[config.mk]
export PLATFORM = sky130hd
export DESIGN_NAME = cso_core_regs
export DESIGN_NICKNAME = d
export VERILOG_FILES = /design/src/core/cso_pkg.sv /design/src/core/cso_core_regs.sv /design/src/core/cso_edge_det.sv
export VERILOG_INCLUDE_DIRS = /design/src /design/src/core
export SDC_FILE = /design/constraint.sdc
export NUM_CORES = 1
export LEC_CHECK = 0
export BUFFER_PORTS_ARGS = -buffer_cell sky130_fd_sc_hd__buf_2
export CAP_MARGIN = 5
export CORE_UTILIZATION = 50
export DETAILED_ROUTE_END_ITERATION = 12
export HOLD_SLACK_MARGIN = 0.1
export PLACE_DENSITY = 0.79
export SKIP_LAST_GASP = 1
export SLEW_MARGIN = 20
export SYNTH_ARGS = -nofsm -noshare
export SYNTH_HDL_FRONTEND = slang
export SYNTH_SLANG_ARGS = --single-unit
[constraint.sdc]
create_clock -name CLOCK -period 3 [get_ports CLOCK]
set_input_delay 0.6 -clock CLOCK [delete_from_list [all_inputs] [get_ports CLOCK]]
set_output_delay 0.6 -clock CLOCK [all_outputs]
set_load 0.03 [all_outputs]
[src/core/cso_map.svh]
// register addresses, bit positions and reset values of the core status block
`ifndef CSO_MAP_SVH
`define CSO_MAP_SVH
// address decode: status and irq control decode on the low 7 bits (all banks)
`define CSO_ADR_STATUS     7'h03
`define CSO_ADR_IRQ_CORE_CONTROL     7'h0B
// option register decodes on the low 8 bits (81h and 181h)
`define CSO_ADR_OPTION     8'h81
`define CSO_ADR_PIE        9'h08C
`define CSO_ADR_PIR        9'h00C
// status bit positions
`define CSO_ST_IRP         7
`define CSO_ST_RP_HI       6
`define CSO_ST_RP_LO       5
`define CSO_ST_TO          4
`define CSO_ST_PD          3
`define CSO_ST_Z           2
`define CSO_ST_DC          1
`define CSO_ST_C           0
// option bit positions
`define CSO_OP_PU_DIS      7
`define CSO_OP_EXT_IRQ_EDGE_SEL      6
`define CSO_OP_T0SRC       5
`define CSO_OP_T0EDGE      4
`define CSO_OP_PSA         3
`define CSO_OP_PS_HI       2
`define CSO_OP_PS_LO       0
// irq control bit positions
`define CSO_IC_GIE         7
`define CSO_IC_PERIPH_IRQ_EN        6
`define CSO_IC_TIMER0_OVF_EN        5
`define CSO_IC_EXT_IRQ_EN        4
`define CSO_IC_PORT_CHANGE_EN        3
`define CSO_IC_TIMER0_OVF_FLAG        2
`define CSO_IC_EXT_IRQ_FLAG        1
`define CSO_IC_PORT_CHANGE_FLAG        0
// peripheral register bits and masks
`define CSO_PR_RX          5
`define CSO_PR_TX          4
`define CSO_PIE_MASK       8'hF7
`define CSO_PIR_SW_MASK    8'hC7
// reset values
`define CSO_RST_STATUS     8'h18
`define CSO_RST_OPTION     8'hFF
`define CSO_RST_IRQ_CORE_CONTROL     8'h00
`define CSO_RST_PIE        8'h00
`define CSO_RST_PIR        8'h00
`define CSO_RST_ZERO8      8'h00
`define CSO_BANK_ZERO      2'h0
`endif

[src/core/cso_pkg.sv]
// types shared by the core status block
package cso_pkg;
    typedef enum logic [2:0] {
        CSO_ALU_NONE  = 3'h0,
        CSO_ALU_ADD   = 3'h1,
        CSO_ALU_SUB   = 3'h3,
        CSO_ALU_LOGIC = 3'h2,
        CSO_ALU_RLF   = 3'h6,
        CSO_ALU_RRF   = 3'h7
    } cso_alu_op_e;

    // operation currently executing in the core
    typedef struct packed {
        cso_alu_op_e op;
        logic [7:0]  a;
        logic [7:0]  b;
    } cso_alu_s;

    // core and watchdog events, one-cycle pulses
    typedef struct packed {
        logic wdt_clr;
        logic sleep;
        logic wdt_timeout;
        logic t0_ovf;
    } cso_evt_s;

    // z, dc, c in status bit order
    typedef logic [2:0] cso_flags_t;
endpackage

[src/core/cso_core_regs.sv]
// core status, option and interrupt control register group
//
// Operation
// - status write by a flag-affecting instruction keeps the flags it owns from the result (z, dc, c for add and subtract)
// - timeout and powerdown flags ignore instruction writes
// - indirect bank select picks upper 256 bytes when set, lower when clear
// - two-bit direct bank field selects one of four 128-byte banks
// - timeout flag set by power-up, watchdog clear, sleep; cleared by timeout
// - powerdown flag set by power-up or watchdog clear; cleared by sleep
// - zero flag follows whether the result is zero
// - nibble carry is carry out of bit 3, inverted borrow on subtract
// - carry is msb carry out, inverted borrow; rotates load shifted-out bit
// - status register reachable at all four bank addresses
// - option at 81h/181h, reset ones; bit 7 disables pull-ups, else latch-driven
// - option bit 6 picks rising or falling external interrupt edge
// - option bit 5 picks external pin or instruction clock for timer 0
// - option bit 4 picks falling or rising external timer edge
// - option bit 3 gives prescaler to watchdog, timer 0 then runs 1:1
// - ratio field gives timer 0 2^(n+1) and watchdog 2^n
// - interrupt flags set regardless of their enables
// - irq control mirrored in all banks; global and peripheral gates
// - timer 0 overflow sets its flag; software clears it
// - external pin event sets its flag; software clears it
// - change on upper four port pins sets its flag; software clears it
// - peripheral enable register at 8Ch resets zero, bit 3 reads zero
// - peripheral flags at 0Ch, serial rx and tx flags read-only
`timescale 1ns/1ps
`default_nettype none
`include "cso_map.svh"
module cso_core_regs
    import cso_pkg::*;
(
    // clock and reset
    input  wire logic       CLOCK,
    input  wire logic       RESET,
    // register access from instruction execution
    input  wire logic [8:0] ADDR,
    input  wire logic       WR_EN,
    input  wire logic [7:0] WR_DATA,
    output logic      [7:0] RD_DATA,
    // executing operation and core events
    input  wire cso_alu_s   ALU,
    input  wire cso_evt_s   EVT,
    // pins and peripheral event sources
    input  wire logic       EXT_IRQ_PIN,
    input  wire logic       EXT_TIMER_PIN,
    input  wire logic [3:0] UPPER_PORT_PINS,
    input  wire logic [7:0] PORT_LATCH,
    input  wire logic [7:0] PERIPH_EVT,
    // data memory addressing
    input  wire logic [7:0] FSR,
    input  wire logic [6:0] DIR_OFFSET,
    output logic      [8:0] INDIRECT_ADDR,
    output logic      [8:0] DIRECT_ADDR,
    // timer, watchdog and port controls
    output logic      [7:0] PULLUP_EN,
    output logic            TIMER0_TICK,
    output logic      [3:0] T0_DIV_LOG2,
    output logic      [2:0] WDT_DIV_LOG2,
    // interrupt request to the core
    output logic            IRQ_REQ
);
    logic [7:0] status_reg;
    logic [7:0] status_next;
    logic [7:0] option_reg;
    logic [7:0] irq_core_control_reg;
    logic [7:0] irq_core_control_next;
    logic [7:0] pie_reg;
    logic [7:0] pir_reg;
    logic [7:0] pir_next;
    logic [3:0] upper_q_reg;
    logic       upper_primed_reg;
    logic       st_wr;
    logic       op_wr;
    logic       ic_wr;
    logic       pie_wr;
    logic       pir_wr;
    logic       ext_hit;
    logic       t0_pin_hit;
    logic       port_change;
    cso_flags_t alu_f;
    cso_flags_t alu_m;

    // flags produced by an operation; subtract adds the two's complement
    function automatic cso_flags_t alu_flags(input cso_alu_s x);
        logic [7:0] bb;
        logic [8:0] s;
        logic [4:0] n;
        logic       cin;
        bb  = (x.op == CSO_ALU_SUB) ? ~x.b : x.b;
        cin = (x.op == CSO_ALU_SUB);
        s   = {1'b0, x.a} + {1'b0, bb} + {8'h00, cin};
        n   = {1'b0, x.a[3:0]} + {1'b0, bb[3:0]} + {4'h0, cin};
        case (x.op)
            CSO_ALU_ADD,
            CSO_ALU_SUB:   alu_flags = {(s[7:0] == 8'h00), n[4], s[8]};
            CSO_ALU_LOGIC: alu_flags = {(x.b == 8'h00), 2'b00};
            CSO_ALU_RLF:   alu_flags = {2'b00, x.a[7]};
            CSO_ALU_RRF:   alu_flags = {2'b00, x.a[0]};
            default:       alu_flags = 3'b000;
        endcase
    endfunction

    // which of z, dc, c the operation owns
    function automatic cso_flags_t alu_mask(input cso_alu_op_e op);
        case (op)
            CSO_ALU_ADD,
            CSO_ALU_SUB:   alu_mask = 3'b111;
            CSO_ALU_LOGIC: alu_mask = 3'b100;
            CSO_ALU_RLF,
            CSO_ALU_RRF:   alu_mask = 3'b001;
            default:       alu_mask = 3'b000;
        endcase
    endfunction

    // data memory address from a bank field and an offset
    function automatic logic [8:0] bank_addr(input logic [1:0] bank, input logic [6:0] off);
        bank_addr = {bank, off};
    endfunction

    assign alu_f = alu_flags(ALU);
    assign alu_m = alu_mask(ALU.op);

    // address decode; status and irq control ignore both bank bits, option only the upper one
    assign st_wr  = WR_EN & (ADDR[6:0] == `CSO_ADR_STATUS);
    assign op_wr  = WR_EN & (ADDR[7:0] == `CSO_ADR_OPTION);
    assign ic_wr  = WR_EN & (ADDR[6:0] == `CSO_ADR_IRQ_CORE_CONTROL);
    assign pie_wr = WR_EN & (ADDR == `CSO_ADR_PIE);
    assign pir_wr = WR_EN & (ADDR == `CSO_ADR_PIR);

    // edge detectors for the external interrupt pin and the timer input
    cso_edge_det u_ext_edge (
        .CLOCK    (CLOCK),
        .RESET    (RESET),
        .pin      (EXT_IRQ_PIN),
        .rise_sel (option_reg[`CSO_OP_EXT_IRQ_EDGE_SEL]),
        .hit      (ext_hit)
    );

    cso_edge_det u_t0_edge (
        .CLOCK    (CLOCK),
        .RESET    (RESET),
        .pin      (EXT_TIMER_PIN),
        .rise_sel (~option_reg[`CSO_OP_T0EDGE]),
        .hit      (t0_pin_hit)
    );

    // status next value: software bits, then alu result, then hardware events
    always_comb begin
        status_next = status_reg;
        if (st_wr) begin
            status_next[`CSO_ST_IRP:`CSO_ST_RP_LO] = WR_DATA[`CSO_ST_IRP:`CSO_ST_RP_LO];
            status_next[`CSO_ST_Z:`CSO_ST_C]       = WR_DATA[`CSO_ST_Z:`CSO_ST_C];
        end
        // the result overrides the written value bit by bit
        for (int i = 0; i < 3; i++) begin
            if (alu_m[i]) begin
                status_next[i] = alu_f[i];
            end
        end
        if (EVT.wdt_clr) begin
            status_next[`CSO_ST_TO] = 1'b1;
            status_next[`CSO_ST_PD] = 1'b1;
        end
        if (EVT.sleep) begin
            status_next[`CSO_ST_TO] = 1'b1;
            status_next[`CSO_ST_PD] = 1'b0;
        end
        // a timeout must not be hidden by a coincident clear
        if (EVT.wdt_timeout) begin
            status_next[`CSO_ST_TO] = 1'b0;
        end
    end

    // status register; power-up leaves timeout and powerdown set
    always_ff @(posedge CLOCK) begin
        if (RESET) begin
            status_reg <= `CSO_RST_STATUS;
        end else begin
            status_reg <= status_next;
        end
    end

    // option register, all ones after power-up
    always_ff @(posedge CLOCK) begin
        if (RESET) begin
            option_reg <= `CSO_RST_OPTION;
        end else if (op_wr) begin
            option_reg <= WR_DATA;
        end
    end

    // port change seen against the previous sample of the upper pins
    always_ff @(posedge CLOCK) begin
        if (RESET) begin
            upper_q_reg      <= 4'h0;
            upper_primed_reg <= 1'b0;
        end else begin
            upper_q_reg      <= UPPER_PORT_PINS;
            upper_primed_reg <= 1'b1;
        end
    end

    assign port_change = upper_primed_reg & (|(UPPER_PORT_PINS ^ upper_q_reg));

    // irq control: write first, events or in after so a set beats a clear
    always_comb begin
        irq_core_control_next = ic_wr ? WR_DATA : irq_core_control_reg;
        irq_core_control_next[`CSO_IC_TIMER0_OVF_FLAG] = irq_core_control_next[`CSO_IC_TIMER0_OVF_FLAG] | EVT.t0_ovf;
        irq_core_control_next[`CSO_IC_EXT_IRQ_FLAG] = irq_core_control_next[`CSO_IC_EXT_IRQ_FLAG] | ext_hit;
        irq_core_control_next[`CSO_IC_PORT_CHANGE_FLAG] = irq_core_control_next[`CSO_IC_PORT_CHANGE_FLAG] | port_change;
    end

    always_ff @(posedge CLOCK) begin
        if (RESET) begin
            irq_core_control_reg <= `CSO_RST_IRQ_CORE_CONTROL;
        end else begin
            irq_core_control_reg <= irq_core_control_next;
        end
    end

    // peripheral enables; the unused bit is held at zero
    always_ff @(posedge CLOCK) begin
        if (RESET) begin
            pie_reg <= `CSO_RST_PIE;
        end else if (pie_wr) begin
            pie_reg <= WR_DATA & `CSO_PIE_MASK;
        end
    end

    // peripheral flags: sticky with set winning; serial flags follow their source
    always_comb begin
        pir_next = pir_reg;
        if (pir_wr) begin
            pir_next = (pir_reg & ~`CSO_PIR_SW_MASK) | (WR_DATA & `CSO_PIR_SW_MASK);
        end
        pir_next = (pir_next | PERIPH_EVT) & `CSO_PIR_SW_MASK;
        pir_next[`CSO_PR_RX] = PERIPH_EVT[`CSO_PR_RX];
        pir_next[`CSO_PR_TX] = PERIPH_EVT[`CSO_PR_TX];
    end

    always_ff @(posedge CLOCK) begin
        if (RESET) begin
            pir_reg <= `CSO_RST_PIR;
        end else begin
            pir_reg <= pir_next;
        end
    end

    // read port, one cycle behind the address; unmapped addresses read zero
    always_ff @(posedge CLOCK) begin
        if (RESET) begin
            RD_DATA <= `CSO_RST_ZERO8;
        end else if (ADDR[6:0] == `CSO_ADR_STATUS) begin
            RD_DATA <= status_reg;
        end else if (ADDR[6:0] == `CSO_ADR_IRQ_CORE_CONTROL) begin
            RD_DATA <= irq_core_control_reg;
        end else if (ADDR[7:0] == `CSO_ADR_OPTION) begin
            RD_DATA <= option_reg;
        end else if (ADDR == `CSO_ADR_PIE) begin
            RD_DATA <= pie_reg;
        end else if (ADDR == `CSO_ADR_PIR) begin
            RD_DATA <= pir_reg;
        end else begin
            RD_DATA <= `CSO_RST_ZERO8;
        end
    end

    // data memory addresses from the bank selects
    always_ff @(posedge CLOCK) begin
        if (RESET) begin
            INDIRECT_ADDR <= 9'h000;
            DIRECT_ADDR   <= 9'h000;
        end else begin
            INDIRECT_ADDR <= {status_reg[`CSO_ST_IRP], FSR};
            DIRECT_ADDR   <= bank_addr(status_reg[`CSO_ST_RP_HI:`CSO_ST_RP_LO], DIR_OFFSET);
        end
    end

    // pull-ups follow the port latch unless disabled
    always_ff @(posedge CLOCK) begin
        if (RESET) begin
            PULLUP_EN <= `CSO_RST_ZERO8;
        end else if (option_reg[`CSO_OP_PU_DIS]) begin
            PULLUP_EN <= `CSO_RST_ZERO8;
        end else begin
            PULLUP_EN <= PORT_LATCH;
        end
    end

    // timer 0 source: every instruction cycle or a selected pin edge
    always_ff @(posedge CLOCK) begin
        if (RESET) begin
            TIMER0_TICK <= 1'b0;
        end else begin
            TIMER0_TICK <= option_reg[`CSO_OP_T0SRC] ? t0_pin_hit : 1'b1;
        end
    end

    // prescaler division, as a power of two; the unowned side runs 1:1
    always_ff @(posedge CLOCK) begin
        if (RESET) begin
            T0_DIV_LOG2  <= 4'h0;
            WDT_DIV_LOG2 <= 3'h0;
        end else if (option_reg[`CSO_OP_PSA]) begin
            T0_DIV_LOG2  <= 4'h0;
            WDT_DIV_LOG2 <= option_reg[`CSO_OP_PS_HI:`CSO_OP_PS_LO];
        end else begin
            T0_DIV_LOG2  <= {1'b0, option_reg[`CSO_OP_PS_HI:`CSO_OP_PS_LO]} + 4'h1;
            WDT_DIV_LOG2 <= 3'h0;
        end
    end

    // request needs global enable; peripheral pairs also need their gate
    always_ff @(posedge CLOCK) begin
        if (RESET) begin
            IRQ_REQ <= 1'b0;
        end else begin
            IRQ_REQ <= irq_core_control_reg[`CSO_IC_GIE] & (
                (irq_core_control_reg[`CSO_IC_TIMER0_OVF_FLAG] & irq_core_control_reg[`CSO_IC_TIMER0_OVF_EN]) |
                (irq_core_control_reg[`CSO_IC_EXT_IRQ_FLAG] & irq_core_control_reg[`CSO_IC_EXT_IRQ_EN]) |
                (irq_core_control_reg[`CSO_IC_PORT_CHANGE_FLAG] & irq_core_control_reg[`CSO_IC_PORT_CHANGE_EN]) |
                (irq_core_control_reg[`CSO_IC_PERIPH_IRQ_EN] & (|(pir_reg & pie_reg))));
        end
    end
endmodule
`default_nettype wire

[src/core/cso_edge_det.sv]
// selectable edge detector for a synchronous pin
`timescale 1ns/1ps
`default_nettype none
module cso_edge_det (
    // clock and reset
    input  wire logic CLOCK,
    input  wire logic RESET,
    // pin and edge choice
    input  wire logic pin,
    input  wire logic rise_sel,
    // one-cycle edge pulse
    output logic      hit
);
    logic pin_q_reg;
    logic primed_reg;

    // previous sample; primed stops a false edge on the first cycle after reset
    always_ff @(posedge CLOCK) begin
        if (RESET) begin
            pin_q_reg  <= 1'b0;
            primed_reg <= 1'b0;
        end else begin
            pin_q_reg  <= pin;
            primed_reg <= 1'b1;
        end
    end

    // rising when rise_sel, falling otherwise
    assign hit = primed_reg & (rise_sel ? (pin & ~pin_q_reg) : (~pin & pin_q_reg));
endmodule
`default_nettype wire

==> Yosys cells after proc, flatten, opt, wreduce, memory -nomap -nowiden <==
Cells that the tools add are included.
W data, S select, Z words.
{ "totals": {"register_bits": 89, "in_bits": 80, "out_inout_bits": 43, "wordCells": 107} }
{ "op_classes": {"n_addsub": 5, "eq_ne": 10, "n_mux": 21, "bitwise": 33, "reduce_logical": 14} }
{ "op_table": {"columns": ["cell", "count"], "rows": [
  ["$mux W8", 7],
  ["$and A1 B1 Y1", 17],
  ["$logic_not A8 Y1", 2],
  ["$pmux W3 S4", 1],
  ["$reduce_or A2 Y1", 5],
  ["$add A8 B8 Y9", 1],
  ["$add A9 B1 Y9", 1],
  ["$eq A9 B4 Y1 const B", 1],
  ["$eq A9 B8 Y1 const B", 1],
  ["$pmux W3 S3", 1],
  ["$and A8 B8 Y8", 1],
  ["$eq A8 B8 Y1 const B", 1],
  ["$mux W1", 8],
  ["$not A8 Y8", 1],
  ["$or A6 B8 Y8", 1],
  ["$or A8 B8 Y8", 1],
  ["$reduce_bool A2 Y1", 4],
  ["$reduce_or A8 Y1", 1],
  ["$eq A7 B2 Y1 const B", 1],
  ["$eq A7 B4 Y1 const B", 1],
  ["$eq A3 B2 Y1 const B", 2],
  ["$eq A3 B3 Y1 const B", 2],
  ["$mux W3", 2],
  ["$or A1 B1 Y1", 6],
  ["9 further kinds", 14]
]} }

==> Depth between registers and ports, before layout <==
Gate-level depths: netlist (run 1).
{ "logic_depth": {"word_depth": 7, "ltp_mapped": 10} }

==> Modules after synthesis <==
Synthesis (run 1) repeated with hierarchy kept, for this count alone.
{ "unflattened": {"cells_unflattened": 381, "area_unflattened_um2": 3703.6} }
{ "by_module_without_submodules": {"columns": ["module", "instances", "cells_each", "area_per_inst_um2", "seq_area_each_um2"], "rows": [
  ["cso_core_regs", 1, 367, 3555.9, 1721.7],
  ["cso_edge_det", 2, 7, 73.8, 40.0]
]} }

==> Worst setup path after synthesis (run 1) <==
No wires, ideal clock.
{ "synth_path": {"path_kind": "input to register", "start": "input port ALU[18] (netlist name)", "end": "register status_reg[0]", "arrival_ps": 2326, "t_required_ps": 2872, "path_slack_ps": 546, "cell_stages": 10, "path_buffers": 2, "cell_sequence": "nand3b_1 > buf_6 > xnor2_1 > ha_1 > clkbuf_1 > and3_1 > a21boi_0 > o31a_1 > o32ai_1 > a211oi_1"} }
{ "synth_between": {"elab_chain_cells": 6, "elab_cells_between_ends": 14, "classes_between": "2 x add/sub; 5 x eq/ne; 4 x mux; 3 x reduce/logical"} }
{ "synth_rtl": {"columns": ["element", "line_no", "rtl"], "rows": [
  ["start, declared", "cso_core_regs.sv:42", "input wire cso_alu_s ALU,"],
  ["$eq A3 B2 Y1", null, null],
  ["$mux W8", "cso_core_regs.sv:90", "bb = (x.op == CSO_ALU_SUB) ? ~x.b : x.b;"],
  ["$add A8 B8 Y9", "cso_core_regs.sv:92", "s = {1'b0, x.a} + {1'b0, bb} + {8'h00, cin};"],
  ["$add A9 B1 Y9", "cso_core_regs.sv:92", null],
  ["$pmux W3 S4", "cso_core_regs.sv:94", "case (x.op)"],
  ["$mux W1", "cso_core_regs.sv:157", "if (alu_m[i]) begin"],
  ["end signal, assigned", "cso_core_regs.sv:178", "status_reg <= `CSO_RST_STATUS;"],
  ["end signal, assigned", "cso_core_regs.sv:180", "status_reg <= status_next;"],
  ["end, declared", "cso_core_regs.sv:63", "logic [7:0] status_reg;"]
]} }
Parallel ways exist; a longest one is shown, timed or not.
A chain may end at the register's enable or synchronous reset.

==> Worst setup path in the final report (run 1) <==
Same ends and word-level chain as after synthesis.

==> results of run 1 <==
-- routing by layer --
layer / routed length [um] / up-vias
li1: - / 1606
met3: 607 / 14
met5: 0 / -
met4: 102 / 0
met1: 3940 / 1475
met2: 3810 / 141
-- cell type report --
class	count	area (um2)
tap	96	120
timing repair buffer	127	651
fill	571	2360
sequential	88	1760
inverter	8	30.0
multi-input combinational	273	1810
clock inverter	6	91.3
clock buffer	9	124
-- power by group through the flow --
stage	logic [mW]	registers, mW	clock network, mW
2_1_floorplan	0.164	1.27	0
3_3_place_gp	0.296	1.24	0
4_1_cts	0.306	1.22	0.899
3_5_place_dp	0.304	1.24	0
6_report	0.306	1.22	0.886
5_1_grt	0.338	1.22	0.963
-- path summary, 6_finish.rpt --
kind                       start                 endpoint  slack (ns)  cells after the start
hold / removal     PORT_LATCH[1]             PULLUP_EN[1]        0.44                      2
setup / recovery         ALU[18]            status_reg[0]        0.62                     10
setup reg to reg  upper_q_reg[1]  irq_core_control_reg[0]        1.80                      3
hold reg to reg    status_reg[7]            status_reg[7]        0.47                      2
-- placed cells by master, fill, tap and decap left out, types with 11 or more instances in the layout --
cell type  count
a21oi_1       29
nor2_1        19
nand3_1       31
buf_2        121
mux2i_1       15
nor2b_1       27
and2_1        11
nand2_1       34
dfxtp_1       88
a22oi_1       16
-- stage by stage --
stage / instances / cell area, um2
floorplan: 388 / 3680
global placement: 592 / 4370
detailed placement: 592 / 4370
CTS: 607 / 4580
global route: 607 / 4580
finish: 607 / 4580
-- cell families (layout without fill, tap and decap cells) --
kind of cell,Yosys count,in the layout
compound gates,72,72
mux,22,22
buf+inv,27,150
fa+ha+maj,11,11
simple gates,153,153
flops,88,88
xor+xnor,15,15
==> flow_summary.json, run 1 <==
{
  "busiest_layer": "met2",
  "synth_seq_cells": 88,
  "cts_post_setup_buffers_inserted": 0,
  "io_pins": 123,
  "place.gp.congestion": 0.841,
  "clkPwrFrac_pct": 36.8,
  "vdd_drop_max_mv": 0.242,
  "drc_errors": 0,
  "die_y_um": 87.8,
  "grt_use_met1_pct": 31.7,
  "place_ws_ns": 0.243,
  "rows": 30,
  "crit_required_ns": 3.24,
  "area_growth_pct": 24.5,
  "status": "finished, final reports clean",
  "grt_pass1_wl_um": 13600,
  "avgRoutedWirePerCell_um": 13.9,
  "grt_use_met3_pct": 5.18,
  "hp-class": "primary input to flop",
  "setup_tns_ns": 0,
  "postSynthAreaPerCell_um2": 9.48,
  "core_area_um2": 6940,
  "yosysTopAreaCell": "dfxtp_1",
  "cts.sinks": 88,
  "vias": 3236,
  "clockBufferDepth": 2,
  "cts-hold-fix-buffers": 0,
  "rsz0062_at_grt": "no",
  "drv_slew": 0,
  "maxCapViolations": 0,
  "met2_usage_pct": 36.1,
  "drt-pass1-iter-count": 5,
  "ys_async_sr_fraction_pct": 0,
  "fmax_mhz": 420,
  "grt_overflow": 0,
  "crit_fanout": 9,
  "grt_use_total_pct": 23.0,
  "cts-root-buf": "clkbuf_8",
  "dieArea_um2": 7710,
  "synthTopCellsByArea": "dfxtp_1 (48%), nor2b_1 (4.6%), nand3_1 (4.2%)",
  "period_minus_slack_ns": 2.38,
  "worstSetupEndpointType": "flop",
  "max_stage_delay_ns": 0.38,
  "setup.worst_path.class": "primary input to flop",
  "synth_most_common_cell": "dfxtp_1",
  "htreeDepth": 3,
  "power.switching_mw": 0.607,
  "power.density_nw_per_um2": 526,
  "synth_commonest_cells": "dfxtp_1 (88), nand2_1 (34), nand3_1 (31)",
  "setup_viol": 0,
  "cts_resized": 0,
  "power_frac_comb_pct": 12.7,
  "clk_latency_ns": 0.35,
  "crit_chain": "buf_2, nand3b_1, buf_4, xnor2_1, ha_1, and3_1, a21boi_0, o31a_1, o32ai_1, a211oi_1",
  "cts_tree": "built",
  "largestRegisters": "DIRECT_ADDR: 9 flops, INDIRECT_ADDR: 9 flops",
  "synthMuxAreaShare_pct": 6.22,
  "synth_edf_count": 0,
  "die_w_um": 87.8,
  "critPathBufInv": 2,
  "ys_types": 46,
  "post-route-util_pct": 66.0,
  "cp_top_family": "compound AO/OA/AOI/OAI gates",
  "synth-simple-area-share_pct": 21.6,
  "seq_area_frac_synth_pct": 47.9,
  "synth_cells": 388,
  "fin_crit_sh_pct": 79.4,
  "syn_nets": 479,
  "fin_skew_ns": 0.00836,
  "internal_power_mw": 1.80,
  "whs_ns": 0.437,
  "synth_xor_area_share_pct": 3.57,
  "hold_viol_final": 0,
  "seqPwrFrac_pct": 50.5,
  "yosysWarnings": 0,
  "start_util_pct": 53.0,
  "ant_nets": 0,
  "start_kind": "primary input",
  "crit_path_top_delay_cell": "ha_1",
  "worst_pin_slew_ns": 0.539,
  "finalPower_mw": 2.41,
  "viasPerCell": 5.33,
  "synth_fa_ha_area_share_pct": 3.94,
  "antenna_found_initial": 0,
  "diodes": 0,
  "dpl.hpwl_um": 6400,
  "drive_above_1_share_pct": 29.9,
  "layout.nets": 598,
  "port_buffers": 121,
  "synth_compound_area_share_pct": 13.7,
  "grt_pass1_vias": 2914,
  "wl_um": 8460,
  "grt_max_degree": 31,
  "switching_share_pct": 25.2,
  "ys.flop_type": "dfxtp_1",
  "power.leakage_nw": 2.15,
  "setup_slack_ns": 0.619,
  "arrival_ns": 2.62,
  "synth_top_family_by_area": "simple AND/OR/NAND/NOR gates",
  "clkSlewWorstSetupHoldPaths_ns": 0.09,
  "syn_area_um2": 3680,
  "first_iter_violations": 233,
  "slew_headroom_pct": 64.1,
  "cts_buffers": 9,
  "synth_top_area_share_pct": 47.9
}
Note: power is estimated with default switching activity, not from simulation.
==> run 2, diff against run 1 <==
--- a/config.mk
+++ b/config.mk
@@ -6,12 +6,13 @@
 export SDC_FILE = /design/constraint.sdc
 export NUM_CORES = 1
 export LEC_CHECK = 0
+export ABC_AREA = 1
 export BUFFER_PORTS_ARGS = -buffer_cell sky130_fd_sc_hd__buf_2
 export CAP_MARGIN = 5
-export CORE_UTILIZATION = 50
+export CORE_UTILIZATION = 46
 export DETAILED_ROUTE_END_ITERATION = 12
 export HOLD_SLACK_MARGIN = 0.1
-export PLACE_DENSITY = 0.79
+export PLACE_DENSITY = 0.76
 export SKIP_LAST_GASP = 1
 export SLEW_MARGIN = 20
 export SYNTH_ARGS = -nofsm -noshare
==> constraint.sdc (replaced) <==
create_clock -name CLOCK -period 2 [get_ports CLOCK]
set_input_delay 0.4 -clock CLOCK [delete_from_list [all_inputs] [get_ports CLOCK]]
set_output_delay 0.4 -clock CLOCK [all_outputs]
set_load 0.03 [all_outputs]
==> run 2 against run 1 <==
Sequential power rose by 50%; count of clock-buffer cells in the layout did not move; critical path type unchanged; worst hold slack got worse by 0.22 ns.
==> flow_summary.json, run 2 <==
{
  "drv_slew": 0,
  "largestRegisters": "DIRECT_ADDR: 9 flops, INDIRECT_ADDR: 9 flops",
  "synth_compound_area_share_pct": 13.9,
  "stdcell_count": 773,
  "syn_nets": 615,
  "ys_async_sr_fraction_pct": 0,
  "avgRoutedWirePerCell_um": 12.4,
  "rows": 33,
  "finalPower_mw": 3.66,
  "place_ws_ns": -0.248,
  "port_buffers": 121,
  "cts_tree": "built",
  "die_w_um": 94.0,
  "first_iter_violations": 221,
  "worstSetupEndpointType": "flop",
  "status": "finished, final reports clean",
  "crit_fanout": 7,
  "synth_top_family_by_area": "simple AND/OR/NAND/NOR gates",
  "grt_use_total_pct": 22.2,
  "final_common_cell": "buf_2",
  "yosysWarnings": 0,
  "crit_required_ns": 2.30,
  "cts-root-buf": "clkbuf_8",
  "clockBufferDepth": 2,
  "arrival_ns": 2.17,
  "grt_pass1_vias": 3452,
  "rrSetupSlack_ns": 0.95,
  "viasPerCell": 4.83,
  "synth_xor_area_share_pct": 2.93,
  "post-route-util_pct": 60.2,
  "whs_ns": 0.221,
  "ys.flop_type": "dfxtp_1",
  "ant_nets": 0,
  "drive_above_1_share_pct": 27.2,
  "fmax_mhz": 533,
  "worst_pin_slew_ns": 0.549,
  "start_util_pct": 47.3,
  "start_kind": "primary input",
  "r2r_end": "irq_core_control_reg[0]",
  "reg2reg_from": "upper_q_reg[0]",
  "setup_tns_ns": 0,
  "synth_fa_ha_area_share_pct": 3.73,
  "hp-class": "primary input to flop",
  "synth_most_common_cell": "nand2_1",
  "grt_overflow": 0,
  "maxCapViolations": 0,
  "cts-hold-fix-buffers": 0,
  "synth-simple-area-share_pct": 23.3,
  "postSynthAreaPerCell_um2": 7.42,
  "io_pins": 123,
  "grt_pass1_wl_um": 15200,
  "place.gp.congestion": 0.817,
  "setup.worst_path.class": "primary input to flop",
  "setup_viol": 0,
  "fin_crit_sh_pct": 93.8,
  "vdd_drop_max_mv": 0.487,
  "syn_area_um2": 3890,
  "setup_slack_ns": 0.124,
  "layout.nets": 754,
  "final_cell_mix": "buf_2 (121), nand2_1 (95), inv_1 (92)",
  "yosysTopAreaCell": "dfxtp_1",
  "synth_commonest_cells": "nand2_1 (95), inv_1 (92), dfxtp_1 (88)",
  "antenna_found_initial": 0,
  "clkSlewWorstSetupHoldPaths_ns": 0.10,
  "dieArea_um2": 8830,
  "hold_depth": 3,
  "synthTopCellsByArea": "dfxtp_1 (45%), nand2_1 (9.2%), inv_1 (8.9%)",
  "vias": 3731,
  "die_y_um": 94.0,
  "power.leakage_nw": 2.62,
  "core_area_um2": 8220,
  "synth_seq_cells": 88,
  "cts_buffers": 9,
  "rr_worst_depth": 4,
  "dp.cells": 757,
  "drc_errors": 0,
  "hold_viol_final": 0,
  "ys_types": 39,
  "min_from": "FSR[0]",
  "dpl_cell_area_um2": 4720,
  "synth_cells": 524,
  "clk_latency_ns": 0.37,
  "final_cell_area_um2": 4940,
  "wl_um": 9560,
  "diodes": 0,
  "dpl.hpwl_um": 7320,
  "power.density_nw_per_um2": 740,
  "rsz0062_at_grt": "no",
  "period_minus_slack_ns": 1.88,
  "fin_skew_ns": 0.0110,
  "cts.sinks": 88,
  "grt_max_degree": 42,
  "synth_top_area_share_pct": 45.3,
  "area_growth_pct": 27.1,
  "hold_end": "INDIRECT_ADDR[0]",
  "slew_headroom_pct": 63.3,
  "synthMuxAreaShare_pct": 0,
  "synth_edf_count": 0,
  "drt-pass1-iter-count": 4,
  "seq_area_frac_synth_pct": 45.3,
  "htreeDepth": 3
}
## run 2: area by class of cell
type                            instances  area (um2)
Fill cell                             788        3270
Sequential cell                        88        1760
Multi-Input combinational cell        325        1720
Timing Repair Buffer                  139         741
Inverter                              100         377
Tap cell                              105         131
Clock buffer                            9         124
Clock inverter                          7        87.6
## run 2: power by group
group / total (mW) / switching (mW) / internal (mW) / leakage [nW]
Clock: 1.30 / 0.698 / 0.601 / 0.0996
Sequential: 1.83 / 0.0256 / 1.80 / 0.721
Combinational: 0.532 / 0.309 / 0.223 / 1.80
## run 2: worst max-delay path by stage
stage / start / to
after floorplan: ALU[18] / status_reg[2]
after global placement: ALU[18] / status_reg[2]
after detailed placement: ALU[18] / status_reg[2]
after CTS: ALU[18] / status_reg[2]
after global routing: ALU[18] / status_reg[2]
final: ALU[18] / status_reg[2]
## run 2: logic make-up after synthesis
logic type               Yosys count
flip-flops                        88
AO/OA/AOI/OAI                     96
buffers and inverters            111
adder cells (fa/ha/maj)           11
XOR/XNOR                          13
AND/OR/NAND/NOR                  205
## run 2: critical path, cell delays in order
cell and delay [ns]:
buf_2 0.11, inv_2 0.07, nand3_4 0.17, xor2_2 0.20, ha_1 0.31, a21oi_1 0.22
nand2_1 0.10, nand2_1 0.07, nand2_1 0.05, nor2_1 0.10, nand3_1 0.08, nor2_1 0.12
nand2_1 0.07, a21oi_2 0.10
## run 2: layer usage
| metal | share of wire (%) | vias to the layer above | global-route usage, % |
|---|---|---|---|
| met1 | 45 | 1708 | 27.0 |
| met3 | 4.6 | 12 | 4.61 |
| met5 | 0 | - | 0 |
| met4 | 1.2 | 0 | 6.54 |
| li1 | - | 1921 | - |
| met2 | 49 | 90 | 39.0 |
## run 2: timing repair
item                                    in CTS  in global routing
endpoints found under the setup margin       0                  1
resized for setup                            0                  2
buffers inserted                             0                  0
==> run 3, diff against run 2 <==
--- a/config.mk
+++ b/config.mk
@@ -6,13 +6,13 @@
 export SDC_FILE = /design/constraint.sdc
 export NUM_CORES = 1
 export LEC_CHECK = 0
-export ABC_AREA = 1
+export ABC_AREA = 0
 export BUFFER_PORTS_ARGS = -buffer_cell sky130_fd_sc_hd__buf_2
 export CAP_MARGIN = 5
-export CORE_UTILIZATION = 46
+export CORE_UTILIZATION = 45
 export DETAILED_ROUTE_END_ITERATION = 12
 export HOLD_SLACK_MARGIN = 0.1
-export PLACE_DENSITY = 0.76
+export PLACE_DENSITY = 0.75
 export SKIP_LAST_GASP = 1
 export SLEW_MARGIN = 20
 export SYNTH_ARGS = -nofsm -noshare
==> run 3 against run 2 <==
The flow now finishes with violations (negative setup slack); global-route usage up 0.36 points; worst hold slack better by 0.016 ns; sequential power is essentially flat; largest power group unchanged; highest routed layer unchanged.
==> flow_summary.json, run 3 (synthesis gave the netlist of run 1 again) <==
{
  "status": "finished with violations",
  "violations": "negative setup slack",
  "crit_chain": "buf_6, nand3b_1, buf_6, xnor2_2, ha_1, and3_4, a311oi_2, xnor2_1, o41ai_2",
  "arrival_ns": 2.41,
  "crit_fanout": 5,
  "worstSetupEndpointType": "flop",
  "largestRegisters": "DIRECT_ADDR: 9 flops, INDIRECT_ADDR: 9 flops",
  "hp-class": "primary input to flop",
  "cp_top_family": "compound AO/OA/AOI/OAI gates",
  "crit_required_ns": 2.27,
  "cts-root-buf": "clkbuf_8",
  "clockBufferDepth": 2,
  "diodes": 0,
  "grt_use_total_pct": 22.5,
  "antenna_found_initial": 0,
  "grt_pass1_wl_um": 15100,
  "vias": 3366,
  "dpl_cell_area_um2": 4550,
  "place.gp.congestion": 0.839,
  "worst_pin_slew_ns": 0.513,
  "drive_above_1_share_pct": 34.9,
  "core_area_um2": 7810,
  "setup_slack_ns": -0.147,
  "fin_skew_ns": 0.00881,
  "period_minus_slack_ns": 2.15,
  "final_cell_area_um2": 4840,
  "grt_pass1_vias": 3194,
  "layout.nets": 625,
  "dieArea_um2": 8540,
  "slew_headroom_pct": 65.8,
  "cts.sinks": 88,
  "cts_buffers": 9,
  "fin_crit_sh_pct": 107,
  "die_w_um": 92.4,
  "power.density_nw_per_um2": 744,
  "clkSlewWorstSetupHoldPaths_ns": 0.09,
  "crit_path_top_delay_cell": "ha_1",
  "crit_top_cell": "buf_6",
  "dpl.hpwl_um": 7070,
  "rsz0062_at_grt": "yes",
  "io_pins": 123,
  "start_kind": "primary input",
  "clk_latency_ns": 0.35,
  "first_iter_violations": 268,
  "drt-pass1-iter-count": 6,
  "setup_viol": 2,
  "setup.worst_path.class": "primary input to flop",
  "vdd_drop_max_mv": 0.451,
  "htreeDepth": 3,
  "viasPerCell": 5.26,
  "port_buffers": 121,
  "finalPower_mw": 3.60,
  "fmax_mhz": 466,
  "ant_nets": 0,
  "rows": 32,
  "drv_slew": 0,
  "avgRoutedWirePerCell_um": 14.6,
  "drc_errors": 0,
  "hold_viol_final": 0,
  "critPathBufInv": 2,
  "final_common_cell": "buf_2",
  "cts-hold-fix-buffers": 0,
  "grt_overflow": 0,
  "max_stage_delay_ns": 0.35,
  "final_cell_mix": "buf_2 (120), dfxtp_1 (88), nand2_1 (34)",
  "die_y_um": 92.4,
  "power.leakage_nw": 2.30,
  "grt_max_degree": 27,
  "cts_tree": "built",
  "start_util_pct": 47.1,
  "wl_um": 9330,
  "maxCapViolations": 0,
  "area_growth_pct": 31.7
}
## run 3: path summary, 6_finish.rpt
check	start	to	slack, ns	depth (start not counted)
min reg2reg	irq_core_control_reg[7]	irq_core_control_reg[7]	0.48	2
max	ALU[18]	status_reg[2]	-0.15	9
max reg2reg	upper_q_reg[1]	irq_core_control_reg[0]	0.79	3
min	PORT_LATCH[4]	PULLUP_EN[4]	0.24	2
## run 3: per-layer routing
metal	GRT usage, %	routed length (um)	vias up
li1	-	-	1657
met2	35.6	4330	147
met3	4.68	689	14
met1	30.5	4170	1548
met4	7.55	143	0
met5	0	0	-
## run 3: layout make-up
| cell class | instances | area (um2) |
|---|---|---|
| clock buffers | 11 | 141 |
| clock inverters | 4 | 53.8 |
| fillers | 718 | 2960 |
| inverters | 8 | 30.0 |
| multi-input cells | 273 | 1870 |
| flip-flops and latches | 88 | 1760 |
| well taps | 102 | 128 |
| repair buffers | 154 | 863 |
## run 3: where the power goes
group / leakage, nW / switching (mW) / internal (mW) / total, mW
registers: 0.721 / 0.0253 / 1.80 / 1.83
clock network: 0.0920 / 0.612 / 0.610 / 1.22
logic: 1.48 / 0.292 / 0.262 / 0.554
## run 3: stage by stage
step | hold WS, ns | std cells | utilization [%] | worst slack, ns | TNS [ns]
floorplan | 0.426 | 388 | - | -0.218 | -0.409
global placement | 0.458 | 621 | 58.3 | -0.450 | -0.990
detailed placement | 0.457 | 621 | 58.3 | -0.497 | -1.11
CTS | 0.232 | 638 | 61.3 | -0.111 | -0.201
global route | 0.227 | 640 | 62.1 | -0.231 | -0.406
finish | 0.237 | 640 | 62.1 | -0.147 | -0.255
## run 3: timing repair
action / 4_1_cts / 5_1_grt
cloned: 0 / 0
gates resized for setup: 3 / 9
buffers inserted: 2 / 2
setup endpoints to repair: 2 / 2
pin swaps: 1 / 2
